**src/verilog/iaos_pkg.sv**
```systemverilog
// Package for the auxiliary output and status register bank
`default_nettype none
package iaos_pkg;
    // Page 0 byte offsets of the register bank
    localparam logic [6:0] ADDR_SYS_ERR = 7'h08;
    localparam logic [6:0] ADDR_DIAG = 7'h0a;
    localparam logic [6:0] ADDR_ALARM = 7'h0c;
    localparam logic [6:0] ADDR_TEMP = 7'h0e;
    localparam logic [6:0] ADDR_FIELD_X = 7'h28;
    localparam logic [6:0] ADDR_FIELD_Y = 7'h2a;
    localparam logic [6:0] ADDR_FIELD_Z = 7'h2c;
    localparam logic [6:0] ADDR_PRESS_LO = 7'h2e;
    localparam logic [6:0] ADDR_PRESS_HI = 7'h30;
    localparam logic [15:0] RESET_WORD = 16'h0000;
    // System error flag bit positions
    localparam int BIT_WDOG = 15;
    localparam int BIT_NEW_PRESS = 9;
    localparam int BIT_NEW_FIELD = 8;
    localparam int BIT_OVERRUN = 7;
    localparam int BIT_FLASH_FAIL = 6;
    localparam int BIT_SELF_TEST = 5;
    localparam int BIT_OVERRANGE = 4;
    localparam int BIT_SERIAL_ERR = 3;
    localparam int BIT_ALARM = 0;
    // Implemented bits of each status register
    localparam logic [15:0] SYS_ERR_MASK = 16'h83f9;
    localparam logic [15:0] SENSOR_MASK = 16'h0f3f;
    localparam logic [15:0] PRESS_BIT_MASK = 16'h0800;
    // Sample periods: 125 MHz / 102.5 SPS and 125 MHz / 51.25 SPS
    localparam int CLK_HZ = 125000000;
    localparam int FIELD_RATE_MSPS = 102500;
    localparam int PRESS_RATE_MSPS = 51250;
    localparam int FIELD_PERIOD_CYC = int'((64'(CLK_HZ) * 1000) / FIELD_RATE_MSPS);
    localparam int PRESS_PERIOD_CYC = int'((64'(CLK_HZ) * 1000) / PRESS_RATE_MSPS);
    localparam int SERIAL_WORD_BITS = 16;

    typedef struct packed {
        logic [15:0] x;
        logic [15:0] y;
        logic [15:0] z;
    } iaos_field_t;

    typedef struct packed {
        logic [15:0] hi;
        logic [15:0] lo;
    } iaos_press_t;

    // Error condition inputs from the internal processor
    typedef struct packed {
        logic wdog;
        logic overrun;
        logic flash_fail;
        logic overrange;
        logic serial_err;
    } iaos_err_t;

    typedef struct packed {
        logic [15:0] sys_err;
        logic [15:0] diag;
        logic [15:0] alarm;
        logic [15:0] temp;
        iaos_field_t field;
        iaos_press_t press;
        logic [31:0] field_cnt;
        logic [31:0] press_cnt;
        logic [15:0] rd_data;
        logic rd_valid;
    } iaos_state_t;
endpackage
`default_nettype wire

```
**src/verilog/iaos_regs.sv**
```systemverilog
// Read-only output and clear-on-read status register bank
`default_nettype none
// Function
// - Field words are signed, tenth milligauss counts
// - Pressure high and low form 32 bits
// - Pressure high word signed, 40 microbar counts
// - Pressure low word MSB weighs 20 microbar
// - Temperature signed, zero means 25 C
// - Error register read clears all but overrun
// - Overrun holds until software reset command
// - Persisting error conditions set again after read
// - Bit 15 flags watchdog timeout
// - Bit 9 new pressure, cleared by high read
// - Bit 8 new field, cleared by axis read
// - Bit 7 flags processing overrun
// - Bit 6 flags failed flash update
// - Bit 5 set while diagnostics nonzero
// - Bit 4 flags sensor overrange
// - Bit 3 flags transfer not multiple of 16
// - Bit 0 set while alarms nonzero
// - Diagnostics hold per-sensor self-test failure bits
// - Pressure failure bit only from start-up reset
// - Diagnostics and alarm read clears them
// - Alarm bits per sensor, bit 11 pressure
// - Field and pressure words update at fixed rates
module iaos_regs #(
    parameter int FIELD_PERIOD = iaos_pkg::FIELD_PERIOD_CYC,
    parameter int PRESS_PERIOD = iaos_pkg::PRESS_PERIOD_CYC
) (
    input wire logic sys_clk_i,
    input wire logic sys_rst_i,
    // Register read port from the serial front end
    input wire logic rd_req_i,
    input wire logic [6:0] rd_addr_i,
    output logic [15:0] rd_data_o,
    output logic rd_valid_o,
    // Sensor data from the processing core
    input wire iaos_pkg::iaos_field_t field_i,
    input wire iaos_pkg::iaos_press_t press_i,
    input wire logic [15:0] temp_i,
    input wire iaos_pkg::iaos_err_t err_i,
    input wire logic sw_reset_i,
    input wire logic [15:0] self_test_fail_i,
    input wire logic self_test_done_i,
    input wire logic startup_test_done_i,
    input wire logic [15:0] alarm_i,
    // Status snapshot for the processor
    output logic [15:0] sys_err_o,
    output logic [15:0] diag_o,
    output logic [15:0] alarm_o
);
    // ==========================================================
    // State
    // ==========================================================
    iaos_pkg::iaos_state_t st;
    iaos_pkg::iaos_state_t next_st;

    logic rd_sys;
    logic rd_diag;
    logic rd_alarm;
    logic rd_field;
    logic rd_press_hi;
    logic field_tick;
    logic press_tick;
    logic [15:0] err_set;
    logic [15:0] kept;
    logic [15:0] next_diag;
    logic [15:0] next_alarm;

    // ==========================================================
    // Next state
    // ==========================================================
    always_comb begin
        next_st = st;
        rd_sys = rd_req_i && rd_addr_i == iaos_pkg::ADDR_SYS_ERR;
        rd_diag = rd_req_i && rd_addr_i == iaos_pkg::ADDR_DIAG;
        rd_alarm = rd_req_i && rd_addr_i == iaos_pkg::ADDR_ALARM;
        rd_field = rd_req_i && (rd_addr_i == iaos_pkg::ADDR_FIELD_X || rd_addr_i == iaos_pkg::ADDR_FIELD_Y
                   || rd_addr_i == iaos_pkg::ADDR_FIELD_Z);
        rd_press_hi = rd_req_i && rd_addr_i == iaos_pkg::ADDR_PRESS_HI;
        field_tick = st.field_cnt >= 32'(FIELD_PERIOD - 1);
        press_tick = st.press_cnt >= 32'(PRESS_PERIOD - 1);

        // Fixed-rate sampling of field and pressure words
        next_st.field_cnt = field_tick ? '0 : st.field_cnt + 32'h1;
        next_st.press_cnt = press_tick ? '0 : st.press_cnt + 32'h1;
        if (field_tick) begin
            next_st.field = field_i;
        end
        if (press_tick) begin
            next_st.press = press_i;
        end
        next_st.temp = temp_i;

        // Diagnostics: commanded test never touches the pressure bit
        next_diag = rd_diag ? iaos_pkg::RESET_WORD : st.diag;
        if (self_test_done_i) begin
            next_diag = next_diag | (self_test_fail_i & iaos_pkg::SENSOR_MASK & ~iaos_pkg::PRESS_BIT_MASK);
        end
        if (startup_test_done_i) begin
            next_diag = next_diag | (self_test_fail_i & iaos_pkg::SENSOR_MASK);
        end
        next_st.diag = next_diag & iaos_pkg::SENSOR_MASK;

        // Alarms: set wins over read clear
        next_alarm = (rd_alarm ? iaos_pkg::RESET_WORD : st.alarm) | alarm_i;
        next_st.alarm = next_alarm & iaos_pkg::SENSOR_MASK;

        // Error flags: live conditions re-set after a clearing read
        err_set = '0;
        err_set[iaos_pkg::BIT_WDOG] = err_i.wdog;
        err_set[iaos_pkg::BIT_NEW_PRESS] = press_tick;
        err_set[iaos_pkg::BIT_NEW_FIELD] = field_tick;
        err_set[iaos_pkg::BIT_OVERRUN] = err_i.overrun;
        err_set[iaos_pkg::BIT_FLASH_FAIL] = err_i.flash_fail;
        err_set[iaos_pkg::BIT_SELF_TEST] = |next_st.diag;
        err_set[iaos_pkg::BIT_OVERRANGE] = err_i.overrange;
        err_set[iaos_pkg::BIT_SERIAL_ERR] = err_i.serial_err;
        err_set[iaos_pkg::BIT_ALARM] = |next_st.alarm;
        kept = st.sys_err;
        if (rd_sys) begin
            kept = st.sys_err & (16'h1 << iaos_pkg::BIT_OVERRUN);
        end
        if (rd_press_hi) begin
            kept[iaos_pkg::BIT_NEW_PRESS] = 1'b0;
        end
        if (rd_field) begin
            kept[iaos_pkg::BIT_NEW_FIELD] = 1'b0;
        end
        if (sw_reset_i) begin
            kept[iaos_pkg::BIT_OVERRUN] = 1'b0;
        end
        // Flash flag holds after the condition drops, until a status read clears it
        kept[iaos_pkg::BIT_FLASH_FAIL] = 1'b0;
        kept[iaos_pkg::BIT_SELF_TEST] = rd_sys ? 1'b0 : st.sys_err[iaos_pkg::BIT_SELF_TEST];
        next_st.sys_err = (kept | err_set) & iaos_pkg::SYS_ERR_MASK;
        if (!rd_sys && st.sys_err[iaos_pkg::BIT_FLASH_FAIL] && !err_i.flash_fail) begin
            next_st.sys_err[iaos_pkg::BIT_FLASH_FAIL] = 1'b1;
        end

        // Read mux, answer one cycle after request
        next_st.rd_valid = rd_req_i;
        unique case (rd_addr_i)
            iaos_pkg::ADDR_SYS_ERR: next_st.rd_data = st.sys_err;
            iaos_pkg::ADDR_DIAG: next_st.rd_data = st.diag;
            iaos_pkg::ADDR_ALARM: next_st.rd_data = st.alarm;
            iaos_pkg::ADDR_TEMP: next_st.rd_data = st.temp;
            iaos_pkg::ADDR_FIELD_X: next_st.rd_data = st.field.x;
            iaos_pkg::ADDR_FIELD_Y: next_st.rd_data = st.field.y;
            iaos_pkg::ADDR_FIELD_Z: next_st.rd_data = st.field.z;
            iaos_pkg::ADDR_PRESS_LO: next_st.rd_data = st.press.lo;
            iaos_pkg::ADDR_PRESS_HI: next_st.rd_data = st.press.hi;
            default: next_st.rd_data = iaos_pkg::RESET_WORD;
        endcase
        if (!rd_req_i) begin
            next_st.rd_data = st.rd_data;
        end
    end

    // ==========================================================
    // Registers
    // ==========================================================
    always_ff @(posedge sys_clk_i or posedge sys_rst_i) begin
        if (sys_rst_i) begin
            st <= '0;
        end else begin
            st <= next_st;
        end
    end

    assign rd_data_o = st.rd_data;
    assign rd_valid_o = st.rd_valid;
    assign sys_err_o = st.sys_err;
    assign diag_o = st.diag;
    assign alarm_o = st.alarm;

    // ==========================================================
    // Assertions
    // ==========================================================
    AST_READ_CLEAR_KEEPS_OVERRUN: assert property (@(posedge sys_clk_i) disable iff (sys_rst_i)
        rd_sys && !err_i.overrun && !sw_reset_i && st.sys_err[iaos_pkg::BIT_OVERRUN]
        |=> st.sys_err[iaos_pkg::BIT_OVERRUN])
        else $error("Overrun flag lost on status read");
    AST_OVERRUN_STICKY: assert property (@(posedge sys_clk_i) disable iff (sys_rst_i)
        st.sys_err[iaos_pkg::BIT_OVERRUN] && !sw_reset_i |=> st.sys_err[iaos_pkg::BIT_OVERRUN])
        else $error("Overrun flag dropped without software reset");
    AST_WDOG_RESET: assert property (@(posedge sys_clk_i) disable iff (sys_rst_i)
        err_i.wdog |=> st.sys_err[iaos_pkg::BIT_WDOG])
        else $error("Watchdog flag not set");
    AST_PRESS_NEW_CLEAR: assert property (@(posedge sys_clk_i) disable iff (sys_rst_i)
        rd_press_hi && !press_tick |=> !st.sys_err[iaos_pkg::BIT_NEW_PRESS])
        else $error("New pressure flag not cleared by read");
    AST_FIELD_NEW_CLEAR: assert property (@(posedge sys_clk_i) disable iff (sys_rst_i)
        rd_field && !field_tick |=> !st.sys_err[iaos_pkg::BIT_NEW_FIELD])
        else $error("New field flag not cleared by read");
    AST_DIAG_SUMMARY: assert property (@(posedge sys_clk_i) disable iff (sys_rst_i)
        st.sys_err[iaos_pkg::BIT_SELF_TEST] || st.diag == 16'h0000)
        else $error("Self-test summary missing");
    AST_ALARM_SUMMARY: assert property (@(posedge sys_clk_i) disable iff (sys_rst_i)
        st.sys_err[iaos_pkg::BIT_ALARM] || st.alarm == 16'h0000)
        else $error("Alarm summary missing");
    AST_DIAG_READ_CLEAR: assert property (@(posedge sys_clk_i) disable iff (sys_rst_i)
        rd_diag && !self_test_done_i && !startup_test_done_i |=> st.diag == 16'h0000)
        else $error("Diagnostics not cleared by read");
    AST_PRESS_BIT_ONLY_STARTUP: assert property (@(posedge sys_clk_i) disable iff (sys_rst_i)
        (st.diag & iaos_pkg::PRESS_BIT_MASK) == 16'h0000 && !startup_test_done_i
        |=> (st.diag & iaos_pkg::PRESS_BIT_MASK) == 16'h0000)
        else $error("Pressure self-test bit set by commanded test");
    AST_UNUSED_ZERO: assert property (@(posedge sys_clk_i) disable iff (sys_rst_i)
        (st.sys_err & ~iaos_pkg::SYS_ERR_MASK) == 16'h0000 && (st.alarm & ~iaos_pkg::SENSOR_MASK) == 16'h0000)
        else $error("Unused status bit set");
    AST_READ_LATENCY: assert property (@(posedge sys_clk_i) disable iff (sys_rst_i)
        rd_req_i && rd_addr_i == iaos_pkg::ADDR_PRESS_HI |=> rd_valid_o && rd_data_o == $past(st.press.hi))
        else $error("Pressure high read data wrong");
    COV_FIELD_NEW: cover property (@(posedge sys_clk_i) disable iff (sys_rst_i) field_tick ##[1:20] rd_field);
    COV_PRESS_NEW: cover property (@(posedge sys_clk_i) disable iff (sys_rst_i) press_tick ##[1:20] rd_press_hi);
    COV_OVERRUN_RESET: cover property (@(posedge sys_clk_i) disable iff (sys_rst_i)
        st.sys_err[iaos_pkg::BIT_OVERRUN] ##1 sw_reset_i);
    COV_ALARM_READ: cover property (@(posedge sys_clk_i) disable iff (sys_rst_i) st.alarm != 16'h0000 && rd_alarm);
endmodule
`default_nettype wire
```
**config.mk**
```make
export PLATFORM = sky130hd
export DESIGN_NAME = iaos_regs
export DESIGN_NICKNAME = d
export VERILOG_FILES = /design/src/verilog/iaos_pkg.sv /design/src/verilog/iaos_regs.sv
export SDC_FILE = /design/constraint.sdc
export NUM_CORES = 1
export LEC_CHECK = 0
export BUFFER_PORTS_ARGS = -buffer_cell sky130_fd_sc_hd__buf_2
export CAP_MARGIN = 10
export CORE_MARGIN = 3
export CORE_UTILIZATION = 30
export CTS_BUF_LIST = sky130_fd_sc_hd__clkbuf_2 sky130_fd_sc_hd__clkbuf_4 sky130_fd_sc_hd__clkbuf_8
export DETAILED_ROUTE_END_ITERATION = 7
export HOLD_SLACK_MARGIN = 0.02
export SETUP_SLACK_MARGIN = 0.15
export SLEW_MARGIN = 20
export SYNTH_ARGS = -nofsm -noshare
export SYNTH_HDL_FRONTEND = slang
export SYNTH_SLANG_ARGS = --single-unit
```
**constraint.sdc**
```tcl
create_clock -name sys_clk_i -period 14.17 [get_ports sys_clk_i]
set_input_delay 0.7085 -clock sys_clk_i [delete_from_list [all_inputs] [get_ports sys_clk_i]]
set_output_delay 0.7085 -clock sys_clk_i [all_outputs]
set_load 0.02 [all_outputs]
```
==> run_results.csv, run 1 <==
group,metric,value,unit
outcome,outcome,"finished clean",
placed_design,placedCellCount,1302,
timing,worst_pin_slew,0.9689,ns
timing,max_freq,326.6,MHz
worst_setup_path,cp-start-kind,"flip-flop",
timing,finalMaxSlewViolations,0,
logic_synthesis,netlist_instances,779,
clocking,clkLatencyLatePin,0.55,ns
logic_synthesis,ys_warn_count,0,
final_layout,post-route-util,36.37,%
worst_setup_path,critical_path_class,"reg -> reg",
pwr,vdd_drop_max,0.07822,mV
worst_setup_path,crit_arrival,3.48,ns
placed_design,post-dp-hpwl,17920,um
logic_synthesis,ys_ff_latch,206,
die,rows,64,
global_route,grt_max_degree,135,
die,die-area,33340,um2
timing,min_period_over_period,21.61,%
pwr,p_per_area,118.8,nW/um2
final_layout,fillCellCount,3073,
pwr,intPower,1.011,mW
pwr,p_switching,0.3143,mW
logic_synthesis,synth_area_leaders,"dfrtp_1 (55%), mux2_2 (11%), buf_4 (5.1%), nor2_1 (2.7%), xnor2_1 (1.9%)",
final_layout,mostFrequentLayoutCells,"dfrtp_1 (206), buf_2 (179), mux2_2 (95)",
die,core_area,30670,um2
logic_synthesis,yosysTopAreaCell,"dfrtp_1",
routing,drc,0,
final_layout,final-seq-area,5155,um2
clocking,numCtsBuffers,39,
logic_synthesis,avgSynthCellArea,12.01,um2
die,io_pins,211,
logic_synthesis,synth-edff-count,0,
routing,wl,25750,um
worst_setup_path,cpMaxStageDelayCell,"a2111oi_0",
logic_synthesis,synth_cell_type_count,59,
die,initial_core_util,30.50,%
pwr,seqPwrFrac,46.6,%
routing,vias,6650,
final_layout,nets,1095,
placed_design,gp_congestion,0.8336,
die,die_h,182.6,um
global_route,overflow,0,
routing,wl_per_cell,18.81,um
final_layout,num_antenna_cells,0,
final_layout,multi_input_area,3679,um2
worst_setup_path,r2r_setup_slack,11.11,ns
pwr,power_frac_comb,6.4,%
clocking,cts_resized,0,
pwr,power.total,1.325,mW
logic_synthesis,synth_flop_cell,"dfrtp_1",
timing,hold_viol,0,
final_layout,instances_no_fill,1369,
routing,vias_per_cell,4.858,
final_layout,final_common_cell,"dfrtp_1",
worst_setup_path,path_cells,"ha_1, nand3_1, a2111oi_0, o2111ai_1, nand2_2, buf_4, mux2_2",
pwr,clockPowerShare,47.0,%
global_route,grt_pass1_vias,6746,
clocking,cts.clk_slew.worst_paths,0.06,ns
placed_design,post-place-ws,10.60,ns
timing,worst_slack,11.11,ns
timing,period_needed,3.062,ns
timing,slew_headroom,35.41,%
clocking,htree_levels,2,
logic_synthesis,synth_top_area_share,55.10,%
placed_design,portBuffers,179,
timing,fin_skew,0.02326,ns
timing,rsz0062_at_grt,"no",
worst_setup_path,required,14.59,ns
global_route,antenna_found_initial,5,
clocking,clk_path_buf_depth,3,
final_layout,drive_above_1_share,37.20,%
final_layout,area_growth,19.22,%
clocking,clk_root_buffer_cell,"clkbuf_8",
logic_synthesis,ys_seq_area_share,55.10,%
logic_synthesis,syn_area,9355,um2
pwr,swShare,23.72,%
timing,fin_setup_tns,0,ns
global_route,grt_pass1_wl,39720,um
worst_setup_path,endpoint_kind,"flip-flop",
routing,drt_iter0_drc,340,
clocking,ctsHoldBuffers,0,
die,die_x,182.6,um
clocking,cts_tree,"done",
job,drv_cap,0,
hold_path,hold_class,"in -> reg",
worst_setup_path,cp_max_fo,32,
pwr,p_leak,4.725,nW
clocking,cts.sinks,206,
routing,drt-pass1-iter-count,5,
global_route,track_usage,15.33,%
logic_synthesis,synthArstFlopShare,100.0,%
timing,setup_violations,0,
worst_setup_path,max_stage_delay,0.53,ns
routing,ant_nets,0,
clocking,cts_setup_buffers,0,
-- cell usage after synthesis, types with 3 or more instances --
cell / instances
nand3b_1: 3
mux2_1: 3
a21o_1: 17
buf_1: 5
a222oi_1: 12
o21ai_0: 17
mux4_2: 5
clkbuf_1: 7
buf_2: 21
xnor2_1: 20
nor2_1: 68
mux2i_1: 11
mux2_2: 95
dfrtp_1: 206
and3_1: 7
buf_4: 64
nand2_1: 26
o2bb2ai_1: 3
nor4_1: 9
or2_0: 3
a22o_1: 10
or3_1: 5
xor2_1: 18
inv_1: 9
a22oi_1: 7
and4b_1: 3
a31oi_1: 13
or4_1: 3
o31a_1: 3
a21oi_1: 17
a32oi_1: 3
nand4_1: 7
nor3_1: 16
nand3_1: 27
nor3b_1: 3
-- logic make-up after synthesis --
logic type | after synthesis | synth area share [%]
adders and majority gates | 2 | 0.2674
DFF | 206 | 55.10
AOI/OAI and AO/OA | 116 | 9.148
xor gates and xnor gates | 38 | 3.558
other | 1 | 0.04008
muxes | 114 | 14.18
and+or+nand+nor | 195 | 10.57
buffers and inverters | 107 | 7.142
-- worst max-delay path: cells and delay by family (launching register included) --
kind	cells	cell delay (ns)
compound gates	2	0.73
simple gates	2	0.65
buf+inv	1	0.51
flops	1	0.39
mux	1	0.39
fa+ha+maj	1	0.22
-- path summary, 6_finish.rpt --
kind,from,to,cells after the start
min,temp_i[10],st[171],1
max in group asynchronous,sys_rst_i,sys_err_o[15],3
max,st[17],st[101],7
min reg2reg,st[17],st[17],1
min in group asynchronous,sys_rst_i,st[163],2
max reg2reg,st[17],st[101],7
-- metal layers --
| layer | wire length, um | GRT usage, % | vias to the layer above |
|---|---|---|---|
| li1 | - | - | 3040 |
| met1 | 11200 | 20.65 | 3298 |
| met2 | 11970 | 24.33 | 251 |
| met3 | 1938 | 4.126 | 53 |
| met4 | 593 | 4.388 | 8 |
| met5 | 48 | 0 | - |
-- power by group through the flow --
stage	logic [mW]	clock network [mW]	registers, mW
after detailed placement	0.0862	0	0.627
final	0.0847	0.623	0.617
after floorplan	0.0544	0	0.624
after CTS	0.0865	0.646	0.617
after global routing	0.0940	0.670	0.619
after global placement	0.0851	0	0.626
-- layout make-up --
class	instances	share of cell area, %
clock buffers	63	7.045
clock inverters	4	0.4712
inverters	10	0.4039
multi-input cells	505	32.98
flip-flops and latches	206	46.22
well taps	396	4.442
repair buffers	185	8.436
-- metrics by stage --
stage | instance area, um2 | hold WS (ns)
2_1_floorplan | 9502 | 0.4522
3_3_place_gp | 10310 | 0.4704
3_5_place_dp | 10310 | 0.4722
4_1_cts | 11150 | 0.2257
5_1_grt | 11150 | 0.2409
6_report | 11150 | 0.2681
-- sequential cells by signal, indices dropped and copies added (netlist names) --
| name | flops |
|---|---|
| st | 160 |
| rd_data_o | 16 |
| alarm_o | 10 |
| diag_o | 10 |
| sys_err_o | 9 |
| rd_valid_o | 1 |
No activity file was read; power rests on OpenSTA's default activity.
==> run 2, diff against run 1 <==
==> constraint.sdc (replaced) <==
create_clock -name sys_clk_i -period 2.5 [get_ports sys_clk_i]
set_input_delay 0.125 -clock sys_clk_i [delete_from_list [all_inputs] [get_ports sys_clk_i]]
set_output_delay 0.125 -clock sys_clk_i [all_outputs]
set_load 0.02 [all_outputs]
==> run 2 against run 1 <==
Against the previous run: sequential power rose to 5.7 times the previous value; critical path depth up 1; worst hold slack worse by 0.21 ns; largest cell class unchanged; largest power group unchanged.
==> run_results.csv, run 2 (synthesized netlist as in run 1, its figures left out) <==
group,metric,value,unit
final_layout,mostFrequentLayoutCells,"dfrtp_1 (206), buf_2 (179), dlygate4sd3_1 (130)",
routing,drc,0,
pwr,p_switching,1.828,mW
clocking,numCtsBuffers,39,
clocking,clk_path_buf_depth,3,
clocking,clkLatencyLatePin,0.54,ns
clocking,clk_root_buffer_cell,"clkbuf_8",
die,core_area,30670,um2
worst_setup_path,cp-start-kind,"primary input",
worst_setup_path,cp_max_fo,13,
worst_setup_path,timing.critical_path.mode_cell,"dlygate4sd3_1",
final_layout,post-route-util,41.80,%
hold_path,min_from,"self_test_done_i",
routing,wl_per_cell,18.25,um
pwr,vdd_drop_max,0.3790,mV
timing,hold_viol,0,
worst_setup_path,reg2reg_from,"st[49]",
global_route,grt_max_degree,83,
hold_path,min_to,"diag_o[2]",
timing,finalMaxSlewViolations,0,
routing,wl,27920,um
clocking,cts.clk_slew.worst_paths,0.06,ns
clocking,cts_tree,"done",
die,rows,64,
global_route,grt_pass1_wl,42940,um
pwr,clockPowerShare,47.4,%
placed_design,post-place-ws,0.03580,ns
timing,worst_slack,0.2285,ns
clocking,cts.sinks,206,
global_route,grt_pass1_vias,7581,
placed_design,placedCellCount,1322,
die,die-area,33340,um2
routing,vias,7234,
timing,slew_headroom,55.13,%
timing,holdWs,0.05469,ns
clocking,htree_levels,2,
worst_setup_path,max_stage_delay,0.58,ns
routing,drt_iter0_drc,387,
pwr,power_frac_comb,8.4,%
pwr,p_leak,5.442,nW
worst_setup_path,crit_arrival,2.69,ns
final_layout,area_growth,37.02,%
timing,worst_pin_slew,0.6669,ns
die,die_x,182.6,um
final_layout,final_common_cell,"dfrtp_1",
placed_design,portBuffers,179,
worst_setup_path,path_cells,"dlygate4sd3_1, buf_2, nor2_1, nand3_1, or3_4, a22o_1, dlygate4sd3_1, nand2b_1",
worst_setup_path,cpMaxStageDelayCell,"dlygate4sd3_1",
worst_setup_path,crit_family,"buffers and inverters",
timing,fin_skew,0.03409,ns
die,io_pins,211,
final_layout,largest-register,"st",
final_layout,largest_reg_flops,160,
worst_setup_path,endpoint_kind,"flip-flop",
job,drv_cap,0,
outcome,outcome,"finished clean",
final_layout,nets,1251,
hold_path,hold_class,"in -> reg",
pwr,seqPwrFrac,44.3,%
die,die_h,182.6,um
global_route,antenna_found_initial,4,
pwr,intPower,6.079,mW
routing,ant_nets,0,
placed_design,gp_congestion,0.8340,
placed_design,place_area,10520,um2
timing,period_needed,2.271,ns
pwr,power.total,7.907,mW
global_route,overflow,0,
routing,drt-pass1-iter-count,5,
pwr,swShare,23.12,%
timing,rsz0062_at_grt,"no",
timing,max_freq,440.2,MHz
final_layout,instances_no_fill,1530,
pwr,p_per_area,616.8,nW/um2
worst_setup_path,critical_path_class,"in -> reg",
worst_setup_path,r2r_end,"st[136]",
final_layout,final_area,12820,um2
worst_setup_path,required,2.91,ns
timing,min_period_over_period,90.86,%
routing,vias_per_cell,4.728,
timing,setup_violations,0,
worst_setup_path,cp_num_buf_inv,3,
final_layout,drive_above_1_share,34.81,%
timing,fin_setup_tns,0,ns
worst_setup_path,r2r_setup_slack,0.25,ns
die,initial_core_util,30.50,%
placed_design,post-dp-hpwl,18990,um
worst_setup_path,ff2ff_path_depth,8,
global_route,track_usage,16.32,%
hold_path,hold_depth,3,
-- run 2: worst max-delay path by stage --
stage	from	end	slack (ns)	depth (start not counted)
floorplan	sys_rst_i	alarm_o[0]	-0.30	1
global placement	st[17]	st[103]	0.19	7
detailed placement	st[17]	st[93]	0.04	7
CTS	rd_addr_i[2]	sys_err_o[5]	0.15	8
global route	st[49]	st[146]	0.13	8
finish	rd_addr_i[2]	sys_err_o[5]	0.23	8
-- run 2: repair_timing --
item / CTS / global route
setup buffers: 0 / 4
endpoints found under the hold margin: 151 / 0
cloned: 0 / 2
endpoints found under the setup margin: 32 / 72
pin swaps: 0 / 2
hold buffers: 130 / 0
resized for setup: 2 / 5
-- run 2: worst register-to-register path, cell delays in order, from the launching register on --
cell	delay (ns)
dfrtp_1	0.41
ha_1	0.23
a21oi_1	0.10
o21ai_1	0.21
a211oi_2	0.13
o41ai_4	0.20
buf_4	0.23
buf_6	0.25
mux2_2	0.38
-- run 2: area by class of cell --
type | count | area (um2)
Antenna cell | 2 | 5.005
Clock buffer | 61 | 777.0
Clock inverter | 9 | 128.9
Fill cell | 2894 | 17850
Inverter | 10 | 41.29
Multi-Input combinational cell | 505 | 3695
Sequential cell | 206 | 5155
Tap cell | 396 | 495.5
Timing Repair Buffer | 341 | 2521
-- run 2: per-layer routing --
metal / share of wire [%] / track usage (%) / vias up / wire [um]
met2: 46 / 25.09 / 237 / 12940
met1: 44 / 22.06 / 3569 / 12320
li1: - / - / 3358 / -
met4: 3.7 / 7.130 / 4 / 1042
met3: 5.7 / 3.787 / 66 / 1596
met5: 0.079 / 0 / - / 22
-- run 2: power by group through the flow --
| stage | Sequential [mW] | Clock [mW] | Combinational, mW |
|---|---|---|---|
| after floorplan | 3.54 | 0 | 0.309 |
| after global placement | 3.55 | 0 | 0.501 |
| after detailed placement | 3.56 | 0 | 0.506 |
| after CTS | 3.50 | 3.84 | 0.663 |
| after global routing | 3.51 | 3.99 | 0.723 |
| final | 3.50 | 3.75 | 0.661 |
